### config.mk
export PLATFORM = sky130hd
export DESIGN_NAME = bubble_powerfail_sequencer
export DESIGN_NICKNAME = d
export VERILOG_FILES = /design/src/pfseq_pkg.sv /design/src/sync2.sv /design/src/bubble_powerfail_sequencer.sv
export SDC_FILE = /design/constraint.sdc
export NUM_CORES = 1
export LEC_CHECK = 0
export BUFFER_PORTS_ARGS = -buffer_cell sky130_fd_sc_hd__buf_2
export CORE_ASPECT_RATIO = 1.2
export CORE_MARGIN = 2
export CORE_UTILIZATION = 35
export CTS_BUF_LIST = sky130_fd_sc_hd__clkbuf_4 sky130_fd_sc_hd__clkbuf_8
export CTS_CLUSTER_DIAMETER = 200
export DETAILED_ROUTE_END_ITERATION = 7
export PLACE_DENSITY = 0.5
export SLEW_MARGIN = 10
export SYNTH_ARGS = -nofsm -noshare
export SYNTH_HDL_FRONTEND = slang
export SYNTH_HIERARCHICAL = 1
export SYNTH_SLANG_ARGS = --single-unit
### constraint.sdc
create_clock -name i_clock -period 2.9 [get_ports i_clock]
set_input_delay 0.725 -clock i_clock [delete_from_list [all_inputs] [get_ports i_clock]]
set_output_delay 0.725 -clock i_clock [all_outputs]
set_load 0.005 [all_outputs]
### src/pfseq_pkg.sv
/*
  package for the bubble power-fail sequencer: timing constants, state enum,
  carrier structs.
  assumes a 200 MHz controller clock.
*/
package pfseq_pkg;

  localparam int unsigned CLK_PERIOD_PS   = 5000;
  localparam int unsigned PWRUP_TIME_US   = 50;
  localparam int unsigned PWRDN_MAX_US    = 110;
  localparam int unsigned COIL_STOP_US    = 20;
  localparam int unsigned PWRUP_CYCLES    = (PWRUP_TIME_US * 1000000 + CLK_PERIOD_PS - 1) / CLK_PERIOD_PS;
  localparam int unsigned PWRDN_CYCLES    = (PWRDN_MAX_US * 1000000) / CLK_PERIOD_PS;
  localparam int unsigned COIL_STOP_CYCLES = (COIL_STOP_US * 1000000) / CLK_PERIOD_PS;
  localparam int unsigned CNT_W           = 16;
  localparam logic [1:0]  SYNC_RESET_VAL  = 2'h3;

  typedef enum logic [2:0] {
    ST_UNPOWERED,
    ST_POWERUP,
    ST_RUN,
    ST_COIL_STOP,
    ST_RESET_HOLD
  } seq_state_t;

  typedef struct packed {
    logic supply_fail_n;
    logic ext_reset_n;
  } seq_in_t;

  typedef struct packed {
    logic support_reset_n;
    logic coil_drive_en;
    logic powerup_busy;
    logic powerdown_busy;
  } seq_out_t;

endpackage

### src/sync2.sv
/*
  two flip-flop synchroniser for one level.
  assumes i_clock is the destination clock; reset value given by parameter.
*/
`timescale 1ns/1ps
module sync2 #(
  parameter logic RESET_VAL = 1'b1
) (
  input  wire logic i_clock,
  input  wire logic i_rst_n,
  input  wire logic i_ce,
  input  wire logic i_async,
  output logic      o_sync
);

  typedef struct packed {
    logic meta;
    logic sync;
  } sync_state_t;

  sync_state_t state_ff;
  sync_state_t nxt_state;

  always_comb begin
    nxt_state = state_ff;
    if (i_ce) begin
      nxt_state.meta = i_async;
      nxt_state.sync = state_ff.meta;
    end
  end

  always_ff @(posedge i_clock) begin
    if (!i_rst_n) begin
      state_ff <= '{meta: RESET_VAL, sync: RESET_VAL};
    end else begin
      state_ff <= nxt_state;
    end
  end

  assign o_sync = state_ff.sync;

endmodule

### src/bubble_powerfail_sequencer.sv
/*
  power-up / power-down sequencer of the bubble controller: watches
  supply_fail_n and the external reset, drives the support reset and
  gates the coil drive controls.
  assumes one 200 MHz clock; pins are asynchronous; abort is a one-cycle
  pulse from the command decoder on the same clock; coil_run_req and
  coil_phase_end come from the coil drive logic on the same clock.
*/
`timescale 1ns/1ps
// Function
// - A rising edge on supply_fail_n starts the internal power-up sequence.
// - Support reset stays low through the 50 us power-up and after it, until an abort clears the latch.
// - A falling edge on supply_fail_n or the external reset starts power-down.
// - With coils running, the coil drive stops at the phase boundary, or after 20 us at most, before support reset asserts.
// - The coil-stop phase runs only when the rotating field is on.
// - Power-down completes within 110 us of starting.
// - If supply_fail_n returns high during power-down the sequence stops at once, except in coil stop while the external reset is low.
// - A low external reset during power-up lets the sequence finish but holds support reset until it rises.
module bubble_powerfail_sequencer (
  input  wire logic i_clock,
  input  wire logic i_rst_n,
  input  wire logic i_ce,
  input  wire logic i_supply_fail_n,
  input  wire logic i_ext_reset_n,
  input  wire logic i_abort,
  input  wire logic i_coil_run_req,
  input  wire logic i_coil_phase_end,
  output logic      o_support_reset_n,
  output logic      o_coil_drive_en,
  output logic      o_powerup_busy,
  output logic      o_powerdown_busy
);

  typedef struct packed {
    pfseq_pkg::seq_state_t        st;
    logic [pfseq_pkg::CNT_W-1:0]  cnt;
    pfseq_pkg::seq_in_t           prev;
    logic                         stuck;
    pfseq_pkg::seq_out_t          out;
  } seq_ff_t;

  seq_ff_t state_ff;
  seq_ff_t nxt_state;
  pfseq_pkg::seq_in_t pin_sync;

  localparam logic [pfseq_pkg::CNT_W-1:0] PWRUP_LAST  = pfseq_pkg::CNT_W'(pfseq_pkg::PWRUP_CYCLES - 1);
  localparam logic [pfseq_pkg::CNT_W-1:0] PWRDN_LAST  = pfseq_pkg::CNT_W'(pfseq_pkg::PWRDN_CYCLES - 1);
  localparam logic [pfseq_pkg::CNT_W-1:0] COIL_LAST   = pfseq_pkg::CNT_W'(pfseq_pkg::COIL_STOP_CYCLES - 1);
  localparam logic [pfseq_pkg::CNT_W-1:0] CNT_ONE     = pfseq_pkg::CNT_W'(1);

  // pins synchronised before any edge logic
  sync2 #(.RESET_VAL(1'b0)) u_sync_fail (
    .i_clock (i_clock),
    .i_rst_n (i_rst_n),
    .i_ce    (i_ce),
    .i_async (i_supply_fail_n),
    .o_sync  (pin_sync.supply_fail_n)
  );

  sync2 #(.RESET_VAL(1'b0)) u_sync_rst (
    .i_clock (i_clock),
    .i_rst_n (i_rst_n),
    .i_ce    (i_ce),
    .i_async (i_ext_reset_n),
    .o_sync  (pin_sync.ext_reset_n)
  );

  logic fail_rise;
  logic fail_fall;
  logic rst_fall;
  logic hold_reset;

  always_comb begin
    fail_rise  = pin_sync.supply_fail_n & ~state_ff.prev.supply_fail_n;
    fail_fall  = ~pin_sync.supply_fail_n & state_ff.prev.supply_fail_n;
    rst_fall   = ~pin_sync.ext_reset_n & state_ff.prev.ext_reset_n;
    hold_reset = 1'b0;
    nxt_state  = state_ff;
    nxt_state.prev = pin_sync;
    nxt_state.cnt  = state_ff.cnt + CNT_ONE;
    case (state_ff.st)
      pfseq_pkg::ST_UNPOWERED: begin
        hold_reset = 1'b1;
        if (fail_rise) begin
          nxt_state.st  = pfseq_pkg::ST_POWERUP;
          nxt_state.cnt = '0;
        end
      end
      pfseq_pkg::ST_POWERUP: begin
        hold_reset = 1'b1;
        if (fail_fall) begin
          nxt_state.st = pfseq_pkg::ST_UNPOWERED;
        end else if (state_ff.cnt == PWRUP_LAST) begin
          nxt_state.st = pfseq_pkg::ST_RUN;
        end
      end
      pfseq_pkg::ST_RUN: begin
        hold_reset = ~pin_sync.ext_reset_n | state_ff.stuck;
        if (fail_fall || rst_fall) begin
          nxt_state.cnt = '0;
          // coil stop only with the field on
          if (state_ff.out.coil_drive_en) begin
            nxt_state.st = pfseq_pkg::ST_COIL_STOP;
            // support reset waits for the coil stop
            hold_reset   = state_ff.stuck;
          end else begin
            nxt_state.st = pfseq_pkg::ST_RESET_HOLD;
          end
        end
      end
      pfseq_pkg::ST_COIL_STOP: begin
        // support reset stays released until the drive stops
        hold_reset = state_ff.stuck;
        if (pin_sync.supply_fail_n && !rst_fall && state_ff.prev.ext_reset_n && fail_rise) begin
          nxt_state.st = pfseq_pkg::ST_RUN;
        end else if (i_coil_phase_end || state_ff.cnt == COIL_LAST) begin
          nxt_state.st = pfseq_pkg::ST_RESET_HOLD;
        end
      end
      pfseq_pkg::ST_RESET_HOLD: begin
        hold_reset = 1'b1;
        if (fail_rise) begin
          nxt_state.st = pfseq_pkg::ST_RUN;
        end else if (state_ff.cnt == PWRDN_LAST) begin
          // power-down done: sleep until power returns
          if (pin_sync.supply_fail_n) begin
            nxt_state.st = pfseq_pkg::ST_RUN;
          end else begin
            nxt_state.st = pfseq_pkg::ST_UNPOWERED;
          end
        end
      end
      default: begin
        hold_reset   = 1'b1;
        nxt_state.st = pfseq_pkg::ST_UNPOWERED;
      end
    endcase

    if (state_ff.st != nxt_state.st && nxt_state.st == pfseq_pkg::ST_RUN
        && state_ff.st == pfseq_pkg::ST_POWERUP) begin
      nxt_state.stuck = 1'b1; // reset may stay latched after power-up until abort
    end
    if (i_abort) begin
      nxt_state.stuck = 1'b0;
    end
    if (state_ff.cnt == '1) begin
      nxt_state.cnt = state_ff.cnt;
    end

    nxt_state.out.support_reset_n = ~hold_reset;
    // drive stays on without a gap from run into coil stop
    nxt_state.out.coil_drive_en   = (nxt_state.st == pfseq_pkg::ST_RUN) & i_coil_run_req & ~hold_reset
                                    | (nxt_state.st == pfseq_pkg::ST_COIL_STOP);
    nxt_state.out.powerup_busy    = (nxt_state.st == pfseq_pkg::ST_POWERUP);
    nxt_state.out.powerdown_busy  = (nxt_state.st == pfseq_pkg::ST_COIL_STOP)
                                    | (nxt_state.st == pfseq_pkg::ST_RESET_HOLD);
  end

  always_ff @(posedge i_clock) begin
    if (!i_rst_n) begin
      state_ff.st   <= pfseq_pkg::ST_UNPOWERED;
      state_ff.cnt  <= '0;
      state_ff.prev <= '0;
      state_ff.stuck <= 1'b0;
      state_ff.out  <= '0;
    end else if (i_ce) begin
      state_ff <= nxt_state;
    end
  end

  assign o_support_reset_n = state_ff.out.support_reset_n;
  assign o_coil_drive_en   = state_ff.out.coil_drive_en;
  assign o_powerup_busy    = state_ff.out.powerup_busy;
  assign o_powerdown_busy  = state_ff.out.powerdown_busy;

endmodule

# After elaboration in Yosys (flattened, before gate mapping)
# Index checks and enable logic that the tools add are counted.
# totals
regBits,30
in_bits,8
output_inout_bits,4
wordCells,69
# op_classes
addsub,1
n_eq_ne,13
n_mux,17
bitwise_logic,13
reduce_logical,12
# ops
cell,n
$mux 19,2
$pmux 16 s2,1
$mux 3,7
$add 16x1->16 const B,1
$eq 16x12->1 const B,1
$eq 16x14->1 const B,1
$eq 16x15->1 const B,1
$eq 16x16->1 const B,1
$pmux 3 s5,1
$eq 3x2->1 const B,4
$eq 3x1->1 const B,2
$eq 3x3->1 const B,2
$and 1x1->1,5
$logic_and 1x1->1,5
$not 1->1,5
$mux 1,4
$reduce_and 2->1,2
$logic_not 3->1,1
$ne 3x3->1,1
$or 1x1->1,3
$logic_or 1x1->1,2
$mux 2,1
$pmux 1 s2,1
$reduce_bool 2->1,1
$logic_not 1->1,1

# Logic depth before layout (Yosys ltp)
# depth
ltp_word,13
ltp_mapped,9
mapped_depth_nobuf,7

# Hierarchy
# Netlist, hierarchy kept.
# by_module_without_submodules
mod,instances,cells_each,area_per_inst_um2,seq_area_each_um2
bubble_powerfail_sequencer,1,185,1615.3,520.5
sync2,2,6,72.6,40.0

# Least setup slack after synthesis
# No wires, ideal clock.
# synth_timing
kind,register to register
from,register state_ff[7] in the netlist's numbering
to,"register state_ff, in the netlist o_powerdown_busy"
setup_ps,119
arrival_ps,1732
required_ps,2781
slack_ps,1048
path_stages_with_launch,9
n_path_buf,1
synth_period_minus_slack_ps,1852
path_cell_list,dfxtp_1 > ha_1 > and3_1 > buf_6 > nand3_2 > mux2i_1 > o41ai_2 > nand2b_1 > a21oi_1
# synth_between
elab_chain_len,7
elab_cells_between_ends,14
classes_between,eq/ne (5); mux (7); bitwise (1); reduce/logical (1)
# synth_rtl
item,line_no,rtl
"start, declared",bubble_powerfail_sequencer.sv:42,seq_ff_t state_ff;
"start signal, assigned",bubble_powerfail_sequencer.sv:167,state_ff <= nxt_state;
$eq 16x12->1,bubble_powerfail_sequencer.sv:116,end else if (i_coil_phase_end || state_ff.cnt == COIL_LAST) begin
$logic_or 1x1->1,bubble_powerfail_sequencer.sv:116,
$mux 3,bubble_powerfail_sequencer.sv:116,
$mux 3,bubble_powerfail_sequencer.sv:114,if (pin_sync.supply_fail_n && !rst_fall && state_ff.prev.ext_reset_n && fail_rise) begin
$pmux 3 s5 (*),bubble_powerfail_sequencer.sv:81,case (state_ff.st)
$eq 3x2->1 / $eq 3x3->1 (equally long branches),"bubble_powerfail_sequencer.sv:155, bubble_powerfail_sequencer.sv:156",
$or 1x1->1 (*),bubble_powerfail_sequencer.sv:156,| (nxt_state.st == pfseq_pkg::ST_RESET_HOLD);
# Every way passes the cells marked *; elsewhere a longest branch is shown, timed or not.
# A chain may end at the register's enable or synchronous reset.

# Worst setup path in the final report
# Same ends and word-level chain as after synthesis.

==> run metrics <==
status=completed; Pwr Total=between 0.8 and 0.9 mW; slew margin rel.=0.638; worst path cell trace=ha_1 > and3_1 > nand3_2 > mux2i_1 > o41ai_2 > nand2b_1 > a21oi_1; CP peak stage delay=~520 ps; Crit path depth=7; max-slew violation count=0; largest net degree at the start of global routing=22; post-CTS setup buffer count=0; PwrDens=~440 nW/µm²; register bit total from synthesis=30; post-synthesis net count=206; worst r2r path cells=7; CP max-delay cell=o41ai_2; Final period util=0.754; post-place setup slack=just over 700 ps; Area Growth Syn to Fin=9.10%; RR Startpoint=state_ff[7]$_SDFFE_PN0P_; r2r setup slk=about 700 ps; final worst clock skew=between 4 and 5 ps; GR met2 Demand/Resource=0.274; Mapped Cells=around 200; Slew @ Worst Pin=543 ps; critical-path maximum fanout=9; DRC Markers=0; GR Util All Layers=0.153; antenna violations before repair=0; DRT Pass-1 Iters=4; Antenna Diode Count=0; Root Buffer=clkbuf_8; drt initial violations=~100; met3 Usage GRT=0.0370; commonest non-fill, non-tap cells in the layout=dfxtp_1, nor2_1, nand2_1, nor2b_1, buf_2; vias in the first global route=approximately 1400; met1 usage in global routing=0.169; Placed Instances=259; Post-DP HPWL=between 2000 and 3000 µm; Avg WL per Cell=roughly 15 µm; Inserted Clock Buffers=5; hold crit path type=reg2reg; peak supply drop=0.000183 V; RR Endpoint=o_powerdown_busy$_SDFFE_PN0P_; Crit Path Class=reg2reg; CTS tree=built; Max H-tree Level=2; Most Used Layer, Global Route=met2; Clock Sinks=30; DIE AREA=around 5600 µm²; cts hold-fix bufs=0; Post-synth EDFFs=0; final wirelength=between 3000 and 4000 µm; post-synthesis sequential area ratio=0.341; Initial Util=0.359; Avg Cell Area, Syn=~8.9 µm²; setup TNS=0 ps; final worst slack=approximately 700 ps; CP endpoint kind=register; Post-layout nets=approximately 220; Lkg Pwr=about 0.66 nW; hold endpoint=state_ff[4]$_SDFFE_PN0P_; final setup fails=0; Worst setup SP type=register; worst skew pair latency=roughly 280 ps; via count=about 1500; IO Pins=12; Distinct cells, synth=60; DIE WIDTH=between 60 and 70 µm; first-pass GRT wire length=about 6500 µm; Top FF cell, synth=dfxtp_1; I/O Buffers=11; most common cell after layout, fill and taps aside=dfxtp_1; CP top delay family=simple AND/OR/NAND/NOR gates; FMAX=457 MHz; CP required=slightly above 3000 ps; Post-Layout Cell Count=roughly 270; PostCTS Resize Cnt=0; GP Congestion=slightly below 0.8; clock slew at reported path FFs=roughly 60 ps; worst path buffer plus inverter count=0; post-route ant nets=0; max-cap viol count=0; Critical Path AT=~2400 ps; Site Rows=28; synth warn=6; ys async rst share=0; CTS Buffer Depth=2; Core Footprint=4900 µm²; mapped cell area=about 1800 µm²; Final Hold Violating Endpoints=0; vias per cell=roughly 5.6; layout cells sized above 1=0.174; total congestion overflow=0; Die Y-Extent=about 80 µm; RSZ-0062 raised after global routing=no; Min-Delay Startpoint=state_ff[4]$_SDFFE_PN0P_; Hold Crit Depth=2; post-layout min period=about 2200 ps
==> metrics by stage <==
stage,util,cell area [µm²],hold slack (ps)
after floorplan,-,1760,428
after global placement,0.372,1830,454
after detailed placement,0.372,1830,461
after CTS,0.392,1920,478
after global routing,0.392,1920,506
final,0.392,1920,472
==> worst reg2reg max path: stages (launching register included) <==
cell and delay (ps):
dfxtp_1 400, ha_1 210, and3_1 390, nand3_2 150, mux2i_1 170, o41ai_2 520
nand2b_1 170, a21oi_1 70
==> cells by family after synthesis <==
logic type,share of synthesized area
and+or+nand+nor,0.332
muxes,0.0512
buffers and inverters,0.0412
adders and majority gates,0.00711
xor gates and xnor gates,0.0547
DFF,0.341
AOI/OAI and AO/OA,0.173
==> layer usage <==
metal,wire [µm],share of wire
met3,142,0.037
met4,61,0.016
met2,2020,0.52
met1,1650,0.43
met5,0,0
==> cells in the mapped netlist (2+ instances only) <==
library cell | number | area share
buf_4 | 4 | 0.017
o21ai_0 | 9 | 0.026
nand4_1 | 7 | 0.025
a21boi_0 | 5 | 0.021
nand2b_1 | 4 | 0.014
a21oi_1 | 4 | 0.011
xor2_1 | 6 | 0.030
o41ai_2 | 2 | 0.018
nor2_1 | 17 | 0.036
nor4_1 | 2 | 0.0071
and3_1 | 2 | 0.0071
nor2b_1 | 11 | 0.039
inv_1 | 2 | 0.0043
nor3_1 | 6 | 0.017
a21boi_1 | 2 | 0.0085
nand3_1 | 9 | 0.026
a211oi_1 | 2 | 0.0085
buf_6 | 2 | 0.013
dfxtp_1 | 30 | 0.34
and4_1 | 2 | 0.010
nand2_1 | 14 | 0.030
mux2i_1 | 9 | 0.051
clkbuf_1 | 2 | 0.0043
o21a_1 | 2 | 0.0085
xnor2_1 | 5 | 0.025
nand3b_1 | 2 | 0.0085
nand4b_1 | 2 | 0.010
==> worst max path at each step <==
stage,startpoint,to,slack [ps]
6_report,state_ff[7]$_SDFFE_PN0P_,o_powerdown_busy$_SDFFE_PN0P_,710
5_1_grt,state_ff[7]$_SDFFE_PN0P_,o_powerdown_busy$_SDFFE_PN0P_,510
3_5_place_dp,state_ff[7]$_SDFFE_PN0P_,o_powerdown_busy$_SDFFE_PN0P_,720
4_1_cts,state_ff[7]$_SDFFE_PN0P_,o_powerdown_busy$_SDFFE_PN0P_,700
3_3_place_gp,state_ff[8]$_SDFFE_PN0P_,o_powerdown_busy$_SDFFE_PN0P_,770
2_1_floorplan,state_ff[7]$_SDFFE_PN0P_,o_powerdown_busy$_SDFFE_PN0P_,1050
==> sequential cells by signal (all words and copies together) (netlist names) <==
name / flops
o_coil_drive_en: 1
u_sync_rst/state_ff: 1
o_powerdown_busy: 1
o_support_reset_n: 1
state_ff: 22
u_sync_fail/state_ff: 1
u_sync_fail/o_sync: 1
u_sync_rst/o_sync: 1
o_powerup_busy: 1
==> power by group <==
group | internal, mW | switching (mW)
Combinational | 0.0276 | 0.0364
Clock | 0.200 | 0.153
Sequential | 0.421 | 0.0111
Total | 0.649 | 0.200
==> final cells by class <==
type	count	area (µm²)
timing repair buffer	11	55.1
tap	60	75.1
sequential	30	601
inverter	2	7.51
clock inverter	1	5.00
clock buffer	7	90.1
fill	545	2980
multi-input combinational	156	1090
Note: power is estimated with default switching activity, not from simulation.
